$ cat src/rtl/dpll_regs_pkg.sv
// shared constants and types for the holdover control register bank
package dpll_regs_pkg;

  // register byte addresses
  localparam logic [7:0] SHORT_HIST_ADDR = 8'h28;
  localparam logic [7:0] USER_HIST_ADDR = 8'h2c;
  localparam logic [7:0] RAMP_ADDR = 8'h30;
  localparam logic [7:0] PRIO_ADDR = 8'h31;
  localparam logic [7:0] PRIO_LAST_ADDR = 8'h36;
  localparam logic [7:0] PLL_STATE_ADDR = 8'h37;
  localparam logic [7:0] FLUSH_ADDR = 8'h38;
  localparam logic [7:0] AUX_CTRL_ADDR = 8'h39;
  localparam logic [7:0] AUX_BW_ADDR = 8'h3a;
  localparam logic [7:0] AUX_AUTO_ADDR = 8'h3b;
  localparam logic [7:0] AUX_MANUAL_ADDR = 8'h3c;

  // reset values
  localparam logic [31:0] USER_HIST_RESET = 32'h0000_0000;
  localparam logic [6:0] RAMP_RESET = 7'h26;
  localparam logic [47:0] PRIO_RESET = 48'h0000_0000_0000;
  localparam logic [5:0] AUX_CTRL_RESET = 6'h00;
  localparam logic [4:0] AUX_BW_RESET = 5'h00;
  localparam logic [3:0] AUX_MANUAL_RESET = 4'h0;

  // field positions and limits
  localparam int AUX_PHASE_BIT = 0;
  localparam int AUX_USER_HIST_BIT = 2;
  localparam int AUX_REVERT_BIT = 3;
  localparam int AUX_AUTO_BIT = 4;
  localparam int AUX_FOLLOW_BIT = 5;
  localparam logic [5:0] AUX_CTRL_MASK = 6'h3d;
  localparam int FLUSH_SCOPE_BIT = 0;
  localparam logic [2:0] LONG_BW_MAX = 3'h5;
  localparam logic [4:0] AUX_BW_MAX = 5'h0a;
  localparam logic [3:0] REF_LAST = 4'hc;

  typedef struct packed {
    logic [7:0] addr;
    logic wr;
    logic rd;
    logic [7:0] wdata;
  } reg_req_type;

  // status flags from the system generator core, msb first as in the byte
  typedef struct packed {
    logic long_history_available;
    logic long_history_complete;
    logic outside_pullin_range;
    logic lock_lost;
    logic signal_lost;
    logic sync;
  } pll_flags_type;

  typedef struct packed {
    logic [2:0] long_bw;
    logic [1:0] short_bw;
    logic [1:0] ramp;
  } holdover_cfg_type;

  typedef enum logic [1:0] {
    AUX_FREERUN,
    AUX_LOCKED,
    AUX_HOLDOVER
  } aux_state_type;

endpackage : dpll_regs_pkg

$ cat src/rtl/ref_auto_select.sv
// automatic reference selector over a packed priority table
`timescale 1ns/1ps
`default_nettype none
module ref_auto_select #(
  parameter int NUM_REFS = 12,
  parameter int PRIO_W = 4,
  parameter int SEL_W = 4
) (
  // clock and reset
  input wire logic sys_clk_i,
  input wire logic rst_n_i,
  input wire logic ce_i,
  // selection inputs
  input wire logic [NUM_REFS*PRIO_W-1:0] prio_table_i,
  input wire logic [NUM_REFS-1:0] qualified_i,
  input wire logic revertive_i,
  // chosen reference, zero when none
  output logic [SEL_W-1:0] sel_o
);

  logic [SEL_W-1:0] sel;
  logic [SEL_W-1:0] next_sel;
  logic [SEL_W-1:0] best_ref;
  logic [PRIO_W-1:0] best_prio;
  logic cur_ok;

  always_comb begin
    best_ref = '0;
    best_prio = '1;
    cur_ok = 1'b0;
    for (int i = 0; i < NUM_REFS; i++) begin
      if (qualified_i[i] && prio_table_i[i*PRIO_W +: PRIO_W] != '0 &&
          (best_ref == '0 || prio_table_i[i*PRIO_W +: PRIO_W] < best_prio))
      begin
        best_ref = SEL_W'(i + 1);
        best_prio = prio_table_i[i*PRIO_W +: PRIO_W];
      end
      if (sel == SEL_W'(i + 1) && qualified_i[i] &&
          prio_table_i[i*PRIO_W +: PRIO_W] != '0) begin
        cur_ok = 1'b1;
      end
    end
    // non-revertive keeps a still usable reference
    next_sel = (!revertive_i && cur_ok) ? sel : best_ref;
  end

  always_ff @(posedge sys_clk_i) begin
    if (!rst_n_i) begin
      sel <= '0;
    end else if (ce_i) begin
      sel <= next_sel;
    end
  end

  assign sel_o = sel;

endmodule : ref_auto_select
`default_nettype wire

$ cat src/rtl/dpll_holdover_control_regs.sv
// holdover, priority and auxiliary generator control register bank
// Operation
// - short-term history readable as four bytes, least significant first
// - writable 32-bit user history, four bytes, resets to zero
// - ramp register: long bandwidth 6:4, short bandwidth 3:2, ramp 1:0
// - twelve 4-bit priorities, odd reference low nibble, even high nibble
// - priority zero excludes a reference; lower nonzero value wins
// - status bits 0..3: sync, signal lost, lock lost, outside pull-in
// - status bit 6 history complete, bit 7 history available, 5:4 zero
// - any write to flush address issues a one-shot flush command
// - flush bit 0 zero clears current history, one clears all
// - auxiliary control bit 0 selects phase alignment on lock
// - auxiliary control bit 2 selects user history instead of device
// - bit 4 auto selection, bit 3 revertive; register resets zero
// - bit 5 in manual mode: one follows reference outside pull-in
// - auxiliary bandwidth code 0..10 used; reserved codes ignored
// - auto-selected auxiliary reference readable as 0..12
// - manual code zero free-runs, 1..12 lock to that reference
// - manual codes 13..15 force holdover; field resets zero
`timescale 1ns/1ps
`default_nettype none
module dpll_holdover_control_regs
  import dpll_regs_pkg::*;
#(
  parameter int NUM_REFS = 12
) (
  // clock, reset, enable
  input wire logic sys_clk_i,
  input wire logic rst_n_i,
  input wire logic ce_i,
  // host register port
  input wire reg_req_type req_i,
  output logic [7:0] rdata_o,
  // system generator core
  input wire logic [31:0] sys_short_hist_i,
  input wire pll_flags_type sys_flags_i,
  input wire logic [NUM_REFS-1:0] ref_qualified_i,
  output logic [31:0] sys_user_hist_o,
  output holdover_cfg_type sys_holdover_cfg_o,
  output logic [NUM_REFS*4-1:0] sys_prio_table_o,
  output logic [3:0] sys_auto_ref_o,
  output logic flush_pulse_o,
  output logic flush_all_o,
  // auxiliary generator core
  input wire logic [NUM_REFS*4-1:0] aux_prio_table_i,
  input wire logic aux_ref_oop_i,
  output logic aux_phase_align_o,
  output logic aux_use_user_hist_o,
  output logic [4:0] aux_bw_code_o,
  output aux_state_type aux_state_o,
  output logic [3:0] aux_active_ref_o
);

  logic [31:0] user_hist, next_user_hist;
  logic [6:0] hold_cfg, next_hold_cfg;
  logic [2:0] long_bw_eff, next_long_bw_eff;
  logic [NUM_REFS*4-1:0] prio, next_prio;
  logic [5:0] aux_ctrl, next_aux_ctrl;
  logic [4:0] aux_bw, next_aux_bw;
  logic [4:0] aux_bw_eff, next_aux_bw_eff;
  logic [3:0] aux_manual, next_aux_manual;
  logic [31:0] snap, next_snap;
  logic [7:0] rdata, next_rdata;
  logic flush_pulse, next_flush_pulse;
  logic flush_all, next_flush_all;
  logic [7:0] prio_byte;
  logic [3:0] aux_auto_ref;
  aux_state_type aux_state, next_aux_state;
  logic [3:0] aux_ref, next_aux_ref;

  assign prio_byte = req_i.addr - PRIO_ADDR;

  // system table selector
  ref_auto_select #(.NUM_REFS(NUM_REFS), .PRIO_W(4), .SEL_W(4)) u_sys_sel (
    .sys_clk_i(sys_clk_i),
    .rst_n_i(rst_n_i),
    .ce_i(ce_i),
    .prio_table_i(prio),
    .qualified_i(ref_qualified_i),
    .revertive_i(1'b1),
    .sel_o(sys_auto_ref_o)
  );

  // auxiliary table selector
  ref_auto_select #(.NUM_REFS(NUM_REFS), .PRIO_W(4), .SEL_W(4)) u_aux_sel (
    .sys_clk_i(sys_clk_i),
    .rst_n_i(rst_n_i),
    .ce_i(ce_i),
    .prio_table_i(aux_prio_table_i),
    .qualified_i(ref_qualified_i),
    .revertive_i(aux_ctrl[AUX_REVERT_BIT]),
    .sel_o(aux_auto_ref)
  );

  // register file: writes and read mux
  always_comb begin
    next_user_hist = user_hist;
    next_hold_cfg = hold_cfg;
    next_long_bw_eff = long_bw_eff;
    next_prio = prio;
    next_aux_ctrl = aux_ctrl;
    next_aux_bw = aux_bw;
    next_aux_bw_eff = aux_bw_eff;
    next_aux_manual = aux_manual;
    next_snap = snap;
    next_rdata = rdata;
    next_flush_pulse = 1'b0;
    next_flush_all = flush_all;
    if (req_i.wr) begin
      if (req_i.addr[7:2] == USER_HIST_ADDR[7:2]) begin
        next_user_hist[{req_i.addr[1:0], 3'b000} +: 8] = req_i.wdata;
      end
      if (req_i.addr == RAMP_ADDR) begin
        next_hold_cfg = req_i.wdata[6:0];
        if (req_i.wdata[6:4] <= LONG_BW_MAX) begin
          next_long_bw_eff = req_i.wdata[6:4];
        end
      end
      if (req_i.addr >= PRIO_ADDR && req_i.addr <= PRIO_LAST_ADDR) begin
        next_prio[{prio_byte[2:0], 3'b000} +: 8] = req_i.wdata;
      end
      if (req_i.addr == FLUSH_ADDR) begin
        next_flush_pulse = 1'b1;
        next_flush_all = req_i.wdata[FLUSH_SCOPE_BIT];
      end
      if (req_i.addr == AUX_CTRL_ADDR) begin
        next_aux_ctrl = req_i.wdata[5:0] & AUX_CTRL_MASK;
      end
      if (req_i.addr == AUX_BW_ADDR) begin
        next_aux_bw = req_i.wdata[4:0];
        if (req_i.wdata[4:0] <= AUX_BW_MAX) begin
          next_aux_bw_eff = req_i.wdata[4:0];
        end
      end
      if (req_i.addr == AUX_MANUAL_ADDR) begin
        next_aux_manual = req_i.wdata[3:0];
      end
    end
    if (req_i.rd) begin
      next_rdata = 8'h00;
      if (req_i.addr[7:2] == SHORT_HIST_ADDR[7:2]) begin
        if (req_i.addr[1:0] == 2'h0) begin
          next_snap = sys_short_hist_i;
          next_rdata = sys_short_hist_i[7:0];
        end else begin
          next_rdata = snap[{req_i.addr[1:0], 3'b000} +: 8];
        end
      end
      if (req_i.addr[7:2] == USER_HIST_ADDR[7:2]) begin
        next_rdata = user_hist[{req_i.addr[1:0], 3'b000} +: 8];
      end
      if (req_i.addr >= PRIO_ADDR && req_i.addr <= PRIO_LAST_ADDR) begin
        next_rdata = prio[{prio_byte[2:0], 3'b000} +: 8];
      end
      case (req_i.addr)
        RAMP_ADDR: next_rdata = {1'b0, hold_cfg};
        PLL_STATE_ADDR: next_rdata = {sys_flags_i[5:4], 2'b00,
                                      sys_flags_i[3:0]};
        AUX_CTRL_ADDR: next_rdata = {2'b00, aux_ctrl};
        AUX_BW_ADDR: next_rdata = {3'b000, aux_bw};
        AUX_AUTO_ADDR: next_rdata = {4'h0, aux_auto_ref};
        AUX_MANUAL_ADDR: next_rdata = {4'h0, aux_manual};
        default: next_rdata = next_rdata;
      endcase
    end
  end

  always_ff @(posedge sys_clk_i) begin
    if (!rst_n_i) begin
      user_hist <= USER_HIST_RESET;
      hold_cfg <= RAMP_RESET;
      long_bw_eff <= RAMP_RESET[6:4];
      prio <= PRIO_RESET[NUM_REFS*4-1:0];
      aux_ctrl <= AUX_CTRL_RESET;
      aux_bw <= AUX_BW_RESET;
      aux_bw_eff <= AUX_BW_RESET;
      aux_manual <= AUX_MANUAL_RESET;
      snap <= 32'h0000_0000;
      rdata <= 8'h00;
      flush_pulse <= 1'b0;
      flush_all <= 1'b0;
    end else if (ce_i) begin
      user_hist <= next_user_hist;
      hold_cfg <= next_hold_cfg;
      long_bw_eff <= next_long_bw_eff;
      prio <= next_prio;
      aux_ctrl <= next_aux_ctrl;
      aux_bw <= next_aux_bw;
      aux_bw_eff <= next_aux_bw_eff;
      aux_manual <= next_aux_manual;
      snap <= next_snap;
      rdata <= next_rdata;
      flush_pulse <= next_flush_pulse;
      flush_all <= next_flush_all;
    end
  end

  // auxiliary generator operating state
  always_comb begin
    next_aux_state = AUX_FREERUN;
    next_aux_ref = 4'h0;
    if (aux_ctrl[AUX_AUTO_BIT]) begin
      next_aux_ref = aux_auto_ref;
      next_aux_state = (aux_auto_ref == 4'h0) ? AUX_HOLDOVER : AUX_LOCKED;
    end else if (aux_manual == 4'h0) begin
      next_aux_state = AUX_FREERUN;
    end else if (aux_manual <= REF_LAST) begin
      if (aux_ref_oop_i && !aux_ctrl[AUX_FOLLOW_BIT]) begin
        next_aux_state = AUX_HOLDOVER;
      end else begin
        next_aux_state = AUX_LOCKED;
        next_aux_ref = aux_manual;
      end
    end else begin
      next_aux_state = AUX_HOLDOVER;
    end
  end

  always_ff @(posedge sys_clk_i) begin
    if (!rst_n_i) begin
      aux_state <= AUX_FREERUN;
      aux_ref <= 4'h0;
    end else if (ce_i) begin
      aux_state <= next_aux_state;
      aux_ref <= next_aux_ref;
    end
  end

  assign rdata_o = rdata;
  assign sys_user_hist_o = user_hist;
  assign sys_holdover_cfg_o = {long_bw_eff, hold_cfg[3:0]};
  assign sys_prio_table_o = prio;
  assign flush_pulse_o = flush_pulse;
  assign flush_all_o = flush_all;
  assign aux_phase_align_o = aux_ctrl[AUX_PHASE_BIT];
  assign aux_use_user_hist_o = aux_ctrl[AUX_USER_HIST_BIT];
  assign aux_bw_code_o = aux_bw_eff;
  assign aux_state_o = aux_state;
  assign aux_active_ref_o = aux_ref;

  AST_SHORT_HIST_LSB: assert property (@(posedge sys_clk_i)
    disable iff (!rst_n_i)
    (ce_i && req_i.rd && req_i.addr == SHORT_HIST_ADDR)
      |=> rdata_o == $past(sys_short_hist_i[7:0]))
    else $error("short history low byte wrong");

  AST_HIST_COHERENT: assert property (@(posedge sys_clk_i)
    disable iff (!rst_n_i)
    (ce_i && req_i.rd && req_i.addr == SHORT_HIST_ADDR)
      ##1 !(ce_i && req_i.rd && req_i.addr == SHORT_HIST_ADDR)
      ##1 (ce_i && req_i.rd && !(req_i.wr) &&
           req_i.addr == {SHORT_HIST_ADDR[7:2], 2'h3})
      |=> rdata_o == $past(sys_short_hist_i[31:24], 3))
    else $error("history bytes not coherent");

  AST_USER_HIST_TOP: assert property (@(posedge sys_clk_i)
    disable iff (!rst_n_i)
    (ce_i && req_i.wr && req_i.addr == {USER_HIST_ADDR[7:2], 2'h3})
      |=> sys_user_hist_o[31:24] == $past(req_i.wdata))
    else $error("user history top byte not stored");

  AST_LONG_BW_RESERVED: assert property (@(posedge sys_clk_i)
    disable iff (!rst_n_i)
    (ce_i && req_i.wr && req_i.addr == RAMP_ADDR &&
     req_i.wdata[6:4] > LONG_BW_MAX)
      |=> $stable(sys_holdover_cfg_o.long_bw))
    else $error("reserved long bandwidth applied");

  AST_PRIO_NIBBLES: assert property (@(posedge sys_clk_i)
    disable iff (!rst_n_i)
    (ce_i && req_i.wr && req_i.addr == PRIO_LAST_ADDR)
      |=> sys_prio_table_o[47:44] == $past(req_i.wdata[7:4]) &&
          sys_prio_table_o[43:40] == $past(req_i.wdata[3:0]))
    else $error("priority nibbles misplaced");

  AST_STATUS_BYTE: assert property (@(posedge sys_clk_i)
    disable iff (!rst_n_i)
    (ce_i && req_i.rd && req_i.addr == PLL_STATE_ADDR)
      |=> rdata_o[5:4] == 2'b00 &&
          rdata_o[7] == $past(sys_flags_i.long_history_available) &&
          rdata_o[0] == $past(sys_flags_i.sync))
    else $error("status byte wrong");

  AST_FLUSH_ONE_SHOT: assert property (@(posedge sys_clk_i)
    disable iff (!rst_n_i)
    (ce_i && req_i.wr && req_i.addr == FLUSH_ADDR)
      |=> flush_pulse_o && flush_all_o == $past(req_i.wdata[0]))
    else $error("flush command not issued");

  AST_BW_RESERVED: assert property (@(posedge sys_clk_i)
    disable iff (!rst_n_i)
    (ce_i && req_i.wr && req_i.addr == AUX_BW_ADDR &&
     req_i.wdata[4:0] > AUX_BW_MAX)
      |=> $stable(aux_bw_code_o))
    else $error("reserved bandwidth applied");

  AST_MANUAL_HOLDOVER: assert property (@(posedge sys_clk_i)
    disable iff (!rst_n_i)
    (ce_i && !aux_ctrl[AUX_AUTO_BIT] && aux_manual > REF_LAST)
      |=> aux_state_o == AUX_HOLDOVER && aux_active_ref_o == 4'h0)
    else $error("manual holdover not forced");

  AST_MANUAL_FREERUN: assert property (@(posedge sys_clk_i)
    disable iff (!rst_n_i)
    (ce_i && !aux_ctrl[AUX_AUTO_BIT] && aux_manual == 4'h0)
      |=> aux_state_o == AUX_FREERUN)
    else $error("manual free-run not taken");

endmodule : dpll_holdover_control_regs
`default_nettype wire

$ cat config.mk
export PLATFORM = sky130hd
export DESIGN_NAME = dpll_holdover_control_regs
export DESIGN_NICKNAME = d
export VERILOG_FILES = /design/src/rtl/dpll_regs_pkg.sv /design/src/rtl/ref_auto_select.sv /design/src/rtl/dpll_holdover_control_regs.sv
export SDC_FILE = /design/constraint.sdc
export NUM_CORES = 1
export LEC_CHECK = 0
export CORE_ASPECT_RATIO = 0.6
export CORE_MARGIN = 5
export CORE_UTILIZATION = 45
export CTS_CLUSTER_SIZE = 25
export DETAILED_ROUTE_END_ITERATION = 10
export DONT_BUFFER_PORTS = 1
export HOLD_SLACK_MARGIN = 0.05
export PLACE_DENSITY_LB_ADDON = 0.12
export SLEW_MARGIN = 15
export SYNTH_ARGS = -nofsm -noshare
export SYNTH_HDL_FRONTEND = slang
export SYNTH_SLANG_ARGS = --single-unit
$ cat constraint.sdc
create_clock -name sys_clk_i -period 18.7 [get_ports sys_clk_i]
set_clock_uncertainty 0.05 [all_clocks]
set_input_delay 3.74 -clock sys_clk_i [delete_from_list [all_inputs] [get_ports sys_clk_i]]
set_output_delay 3.74 -clock sys_clk_i [all_outputs]
set_load 0.005 [all_outputs]
Word-level counts from Yosys, hierarchy flattened
Index checks and enable logic that the tools add are counted.
{"block": "op_classes", "bitwise": 1, "mul": 0, "shift": 7, "n_eq_ne": 21, "div": 0, "n_reduce_logical": 158, "mux": 76, "magnitude_cmp": 27, "n_addsub": 3}
{"cell": "$mux 4", "count": 48}
{"cell": "$logic_not 4->1", "count": 24}
{"cell": "$reduce_bool 4->1", "count": 24}
{"cell": "$lt 4x4->1", "count": 22}
{"cell": "$logic_and 1x1->1", "count": 73}
{"cell": "$shiftx 32x6->8", "count": 2}
{"cell": "$eq 8x6->1 const B", "count": 7}
{"cell": "$bwmux 48", "count": 1}
{"cell": "$pmux 8 s6", "count": 1}
{"cell": "$shift 8x8->48 const A", "count": 1}
{"cell": "$shiftx 48x7->8", "count": 1}
{"cell": "$shiftx 8x8->48", "count": 1}
{"cell": "$bwmux 32", "count": 1}
{"cell": "$mux 8", "count": 4}
{"cell": "$shift 8x7->32 const A", "count": 1}
{"cell": "$shiftx 8x7->32", "count": 1}
{"cell": "$logic_or 1x1->1", "count": 22}
{"cell": "$reduce_and 3->1", "count": 7}
{"cell": "$eq 4x4->1 const B", "count": 5}
{"cell": "$eq 4x3->1 const B", "count": 4}
{"cell": "$mux 1", "count": 16}
{"cell": "$eq 6x4->1 const B", "count": 2}
{"cell": "$reduce_and 4->1", "count": 3}
{"cell": "$mux 2", "count": 5}
{"cell": "14 further kinds", "count": 17}
{"block": "totals", "ram_bits": 0, "reg_bits": 165, "mem_bits_ro": 0, "in_bits": 120, "output_inout_bits": 114, "latchBits": 0, "n_memories": 0}

Logic depth before layout (Yosys ltp)
Gate-level depths: netlist of run 1.
{"block": "logic_depth", "ltp_word": 47, "ltp_mapped": 94, "depth_no_buf": 91}

By module
From an unflattened synthesis of run 1, not the netlist that was laid out.
{"block": "unflattened", "cells_unflattened": 1767, "area_unflattened_um2": 13511.7}
{"mod": "dpll_holdover_control_regs", "area_each_um2": 7482.2, "cells_each": 894, "seq_area_each_um2": 3143.0, "n_inst": 1}
{"mod": "ref_auto_select at u_sys_sel", "area_each_um2": 3042.9, "cells_each": 441, "seq_area_each_um2": 80.1, "n_inst": 1}
{"mod": "ref_auto_select at u_aux_sel", "area_each_um2": 2986.6, "cells_each": 432, "seq_area_each_um2": 80.1, "n_inst": 1}

Least setup slack after synthesis of run 1
No wires, ideal clock.
{"block": "synth_timing", "path_type": "input-to-reg", "start": "input aux_prio_table_i[0]", "end": "register u_aux_sel.sel[1], in the netlist u_aux_sel.sel_o[1]", "arrival_ns": 19.565, "path_stages": 84, "n_path_buf": 1, "setup_slack_ns": -1.037, "cell_sequence": "o41ai_2 nor2_1 ha_1 a311oi_4 a22oi_4 nand2_1 nand2_1 o21ai_0 inv_1 ha_1 and3_1 a221o_1 a21o_1 nor2_2 nand2_1 o21ai_0 inv_1 ha_1 [... 48 more ...] ha_1 and2_1 o2111a_1 a311oi_4 mux2i_1 ha_1 a2111o_1 nor2_1 o21ai_0 o21ai_2 mux2_2 ha_1 o21a_1 o21ai_0 o21ai_0 or3_1 a31o_1 o311a_1"}
{"block": "synth_via", "elab_chain_cells": 47, "word_cells_on_any_way": 85, "classes_between": "order compare (11); mux (35); bitwise (1); reduce/logical (38)"}
{"item": "start: declaration", "line": "dpll_holdover_control_regs.sv:45", "text": "input wire logic [NUM_REFS*4-1:0] aux_prio_table_i,"}
{"item": "$reduce_bool 4->1", "line": "ref_auto_select.sv:32, ref_auto_select.sv:39"}
{"item": "$logic_and 1x1->1", "line": "ref_auto_select.sv:32", "text": "if (qualified_i[i] && prio_table_i[i*PRIO_W +: PRIO_W] != '0 &&"}
{"item": "$mux 4 / $mux 1 (equally long branches)", "line": "ref_auto_select.sv:32"}
{"item": "$lt 4x4->1 / $logic_not 4->1 (equally long branches)", "line": "ref_auto_select.sv:33", "text": "(best_ref == '0 || prio_table_i[i*PRIO_W +: PRIO_W] < best_prio))"}
{"item": "$logic_or 1x1->1", "line": "ref_auto_select.sv:33"}
{"item": "$logic_and 1x1->1", "line": "ref_auto_select.sv:32"}
{"item": "$mux 4", "line": "ref_auto_select.sv:32"}
{"item": "$lt 4x4->1 / $logic_not 4->1 (equally long branches)", "line": "ref_auto_select.sv:33"}
{"item": "[... 31 more ...]"}
{"item": "$lt 4x4->1 / $logic_not 4->1 (equally long branches)", "line": "ref_auto_select.sv:33"}
{"item": "$logic_or 1x1->1", "line": "ref_auto_select.sv:33"}
{"item": "$logic_and 1x1->1", "line": "ref_auto_select.sv:32"}
{"item": "$mux 4", "line": "ref_auto_select.sv:32"}
{"item": "$lt 4x4->1 / $logic_not 4->1 (equally long branches)", "line": "ref_auto_select.sv:33"}
{"item": "$logic_or 1x1->1", "line": "ref_auto_select.sv:33"}
{"item": "$logic_and 1x1->1", "line": "ref_auto_select.sv:32"}
{"item": "$mux 4", "line": "ref_auto_select.sv:32"}
{"item": "end signal: assignment", "line": "ref_auto_select.sv:51", "text": "sel <= next_sel;"}
{"item": "end: declaration", "line": "ref_auto_select.sv:21", "text": "logic [SEL_W-1:0] sel;"}
Parallel ways exist; a longest one is shown, timed or not.
A chain may end at the register's enable or synchronous reset.

Worst setup path after layout of run 1
Same ends and word-level chain as after synthesis.

==> metrics.csv, run 1 <==
metric;value;unit
outcome;finished, final reports clean;
final_antenna_net_count;0;
critPathMaxStageDelay;0.47;ns
drtIter0Drc;1625;
utilization;51.4;%
ys_types;105;
max_slew_margin;24.5;%
period_needed;18.09;ns
cts_made_buffers;17;
synth_area_leader_cell;dfxtp_1;
avgSynthCellArea;7.50;um^2
tritoncts;yes;
hp-start;snap[18];
seqCellArea;0.00330;mm^2
coreArea;0.0288;mm^2
crit_type;input pin to flip-flop;
cts_buffer_depth;2;
synth_edf_count;0;
die_w;230;um
wl_per_cell;23.3;um
first_pass_iters;7;
fin_nets;1908;
pre_cts_slack;-0.457;ns
syn_inst;1750;
grt_pass1_vias;12409;
synth_top_area_share;25.2;%
design_power_total;1090;uW
p_leak;0.00541;uW
multi_input_area;0.00956;mm^2
port_buffers;0;
yosysWarnings;0;
finalWirelength;49.8;mm
synth_most_common_cell;nand2_1;
cts-htree-levels;4;
antenna_cells;0;
synth-main-ff-cell;dfxtp_1;
grt_max_degree;86;
setup_viol;0;
arrival;18.37;ns
ir_worst_vdd;51.7;uV
yosysSeqAreaShare;25.2;%
maxSlewViolCount;0;
end_kind;flip-flop;
netlist_top_cells_count;256 x nand2_1, 184 x a21oi_1, 165 x dfxtp_1;
async_reset_ff_share;0;%
vias;13999;
ys_top_cells_by_area;dfxtp_1 25%, nand2_1 7.3%, a21oi_1 7.0%;
power_density;73.5;mW/mm^2
place.gp.congestion;0.953;
rows;48;
grt_usage;28.8;%
die-area;0.0328;mm^2
ys_ff_latch;165;
layout_setup_ws;0.609;ns
cp_slowest_cell;or4_1;
critical_path.max_fanout;7;
cts.clk_slew.worst_paths;0.06;ns
worstSetupStartpoint;aux_prio_table_i[0];
antenna_found_initial;0;
viasPerCell;6.54;
nFillCells;2812;
dp_hpwl;38.6;mm
min_path_type;flip-flop to flip-flop;
die_h;142;um
pin_count;234;
clock.fmax;0.0553;GHz
post-route-drc-count;0;
worstMarginPinSlew;1.12;ns
clk_latency;0.44;ns
syn_nets;1905;
drv_cap;0;
grt_pass1_wl;75.0;mm
synthesis.area;0.0131;mm^2
hold_viol_final;0;
min_period_over_period;96.7;%
drive_gt1_share;15.6;%
setup_tns;0;ns
area_growth;12.8;%
r2r_start;sys_prio_table_o[2];
cts_sinks;165;
overflow;0;
initial_utilization;45.6;%
root_buffer;clkbuf_16;
required;18.98;ns
cp-start-kind;input pin;
-- timing repair --
item | 4_1_cts | 5_1_grt
endpoints found under the hold margin | 0 | 0
pin swaps | 0 | 30
setup endpoints to repair | 3 | 8
gates resized for setup | 2 | 56
gates cloned | 0 | 0
buffers inserted | 0 | 10
hold buffers | 0 | 0
-- cell families after synthesis --
group                    count (synthesis)  synth area share (%)
AND/OR/NAND/NOR                        708                  25.6
AO/OA/AOI/OAI                          576                  30.6
flip-flops                             165                  25.2
buffers and inverters                  161                  4.82
multiplexers                            91                  9.37
adder cells (fa/ha/maj)                 44                  4.02
XOR/XNOR                                 5                 0.334
-- registers in the layout, indices dropped and copies added, names as in the netlist, 5 cells and up --
name	cells
aux_bw	5
hold_cfg	7
aux_ctrl	5
sys_prio_table_o	48
snap	32
sys_user_hist_o	32
aux_bw_code_o	5
rdata_o	8
-- critical path: cells and delay by family --
| kind | cells | cell delay (ns) |
|---|---|---|
| AO/OA/AOI/OAI | 30 | 5.39 |
| adder cells (fa/ha/maj) | 10 | 2.59 |
| buffers and inverters | 5 | 0.36 |
| multiplexers | 6 | 1.47 |
| AND/OR/NAND/NOR | 29 | 4.80 |
-- where the power goes --
part / internal (uW) / switching [uW] / total [uW] / leakage, uW
Clock: 193 / 154 / 346 / 0.000278
Sequential: 357 / 19.3 / 377 / 0.00133
Combinational: 160 / 205 / 365 / 0.00380
-- area by class of cell --
| type | count | area share [%] |
|---|---|---|
| clock buffers | 20 | 3.09 |
| inverters | 55 | 1.41 |
| clock inverters | 12 | 0.812 |
| multi-input cells | 1424 | 64.6 |
| repair buffers | 90 | 4.57 |
| flip-flops and latches | 165 | 22.3 |
| well taps | 375 | 3.17 |
-- per-stage QoR --
stage | instance area, um^2 | cells | hold WS, ns
2_1_floorplan | 13300 | 1750 | 0.383
3_3_place_gp | 13900 | 2099 | 0.389
3_5_place_dp | 13900 | 2099 | 0.393
4_1_cts | 14500 | 2131 | 0.402
5_1_grt | 14800 | 2141 | 0.422
6_report | 14800 | 2141 | 0.403
-- cells in the final DEF (no fill, tap or decap), types with 18 or more instances in the layout --
cell type  Yosys  routed
dfxtp_1      165     165
a21oi_1      184     176
nor3_1        33      30
o211ai_1      18      18
mux2i_1       55      51
and3_1        28      27
and2_1        29      26
mux4_2        24      24
nor2b_1       19      19
a22oi_1       24      24
ha_1          35      29
nor2_1       122     118
nand2_1      256     250
nand3_1      104     101
buf_4          4      90
nand2b_1      30      29
inv_1         54      51
o21ai_0       88      74
-- path summary, 6_finish.rpt --
path / to / slack, ns / cells after the start
worst max-delay path: u_aux_sel.sel_o[1] / 0.61 / 80
worst min-delay path: snap[18] / 0.40 / 2
worst max register to register: u_sys_sel.sel_o[2] / 3.52 / 85
worst min register to register: snap[18] / 0.40 / 2
-- layer usage --
layer / track usage, % / share of wire, % / up-vias
li1: - / - / 6547
met1: 45.5 / 48 / 6709
met2: 38.3 / 39 / 686
met3: 8.32 / 11 / 57
met4: 5.94 / 1.7 / 0
met5: 0 / 0 / -
Power figures use the tool's default switching activity.
==> run 2, diff against run 1 <==
--- a/config.mk
+++ b/config.mk
@@ -13,6 +13,7 @@
 export DONT_BUFFER_PORTS = 1
 export HOLD_SLACK_MARGIN = 0.05
 export PLACE_DENSITY_LB_ADDON = 0.12
+export RECOVER_POWER = 50
 export SLEW_MARGIN = 15
 export SYNTH_ARGS = -nofsm -noshare
 export SYNTH_HDL_FRONTEND = slang
==> run 2 against run 1 <==
Utilization did not move. Sequential share of layout area unchanged. Setup slack gained 0.00070 ns. Combinational power barely moved. Sequential cell count unchanged. Die area unchanged. Via count barely moved. First-iteration DRC count is essentially flat. Register-to-register slack gained 0.02 ns. Critical endpoint unchanged. Largest power group unchanged. Highest routed layer unchanged.
==> metrics.csv, run 2 (synthesis results as in run 1) <==
metric;value;unit
outcome;finished, final reports clean;
internal_power;710;uW
largest_register_ffs;48;
worstMarginPinSlew;1.14;ns
drtIter0Drc;1626;
first_pass_iters;6;
required;18.98;ns
rows;48;
crit_type;input pin to flip-flop;
nFillCells;2812;
min_path_type;flip-flop to flip-flop;
arrival;18.37;ns
hold_viol_final;0;
die_w;230;um
port_buffers;0;
initial_utilization;45.6;%
hold_ws;0.403;ns
cts_buffer_depth;2;
critPathMaxStageDelay;0.47;ns
die-area;0.0328;mm^2
finalWirelength;49.8;mm
ir_worst_vdd;51.7;uV
cts-htree-levels;4;
cts.clk_slew.worst_paths;0.06;ns
maxSlewViolCount;0;
root_buffer;clkbuf_16;
antenna_cells;0;
clk_latency;0.44;ns
hold_buffers;0;
dp_hpwl;38.6;mm
power_density;73.6;mW/mm^2
grt_max_degree;86;
place.gp.congestion;0.953;
area_growth;12.8;%
max_slew_margin;24.0;%
overflow;0;
post-route-drc-count;0;
end_kind;flip-flop;
grt_usage;28.8;%
final_antenna_net_count;0;
pwr-share-clk;31.9;%
wl_per_cell;23.3;um
fin_nets;1908;
swShare;34.7;%
clock.fmax;0.0553;GHz
cts_made_buffers;17;
die_h;142;um
seqPwrFrac;34.6;%
setup_viol;0;
drive_gt1_share;15.6;%
antenna_found_initial;0;
switchingPower;378;uW
cts_sinks;165;
mostFrequentLayoutCell;nand2_1;
cp_slowest_cell;or4_1;
tritoncts;yes;
vias;14010;
combPwrFrac;33.5;%
p_leak;0.00541;uW
viasPerCell;6.54;
coreArea;0.0288;mm^2
setup_tns;0;ns
min_period_over_period;96.7;%
cp-start-kind;input pin;
grt_pass1_vias;12409;
final_cell_mix;250 x nand2_1, 176 x a21oi_1, 165 x dfxtp_1, 118 x nor2_1, 101 x nand3_1;
pin_count;234;
drv_cap;0;
period_needed;18.09;ns
critical_path.max_fanout;7;
grt_pass1_wl;75.0;mm
[run 2: area by class of cell]
type / instances / area, um^2 / area share, %
Clock buffer: 20 / 457 / 3.09
Timing Repair Buffer: 90 / 676 / 4.57
Multi-Input combinational cell: 1424 / 9560 / 64.6
Inverter: 55 / 209 / 1.41
Clock inverter: 12 / 120 / 0.812
Sequential cell: 165 / 3300 / 22.3
Tap cell: 375 / 469 / 3.17
[run 2: power groups by stage]
stage          clock network (uW)  registers (uW)  logic (uW)
6_report                      347             377         365
5_1_grt                       366             377         396
3_3_place_gp                    0             384         324
2_1_floorplan                   0             367         273
3_5_place_dp                    0             384         331
4_1_cts                       352             376         333
[run 2: worst paths after layout]
path | startpoint | end | slack, ns | cells after the start
worst max-delay path | aux_prio_table_i[0] | u_aux_sel.sel_o[1] | 0.61 | 80
worst min-delay path | snap[18] | snap[18] | 0.40 | 2
worst max register to register | sys_prio_table_o[2] | u_sys_sel.sel_o[2] | 3.54 | 84
worst min register to register | snap[18] | snap[18] | 0.40 | 2
[run 2: critical path: cells and delay by family]
family | cells | cell delay, ns
AOI/OAI and AO/OA | 30 | 5.39
adders and majority gates | 10 | 2.59
muxes | 6 | 1.47
buffers and inverters | 5 | 0.36
and+or+nand+nor | 29 | 4.79
[run 2: what timing repair did]
action / in CTS / in global routing
gates resized for setup: 2 / 56
hold endpoints to repair: 0 / 0
endpoints found under the setup margin: 3 / 8
buffers inserted: 0 / 10
pin swaps: 0 / 30
[run 2: layer usage]
metal / GRT usage, % / wire (um)
met1: 45.5 / 24200
met2: 38.3 / 19400
met3: 8.32 / 5400
met4: 5.94 / 826
met5: 0 / 0
[run 2: metrics by stage]
| step | utilization [%] | power [uW] | area, um^2 | instances | worst slack, ns |
|---|---|---|---|---|---|
| after CTS | 50.4 | 1060 | 14500 | 2131 | 0.0199 |
| after floorplan | - | 640 | 13300 | 1750 | -0.0712 |
| after detailed placement | 48.4 | 715 | 13900 | 2099 | -0.457 |
| final | 51.4 | 1090 | 14800 | 2141 | 0.610 |
| after global routing | 51.4 | 1140 | 14800 | 2141 | -0.0988 |
| after global placement | 48.4 | 708 | 13900 | 2099 | 0.0326 |
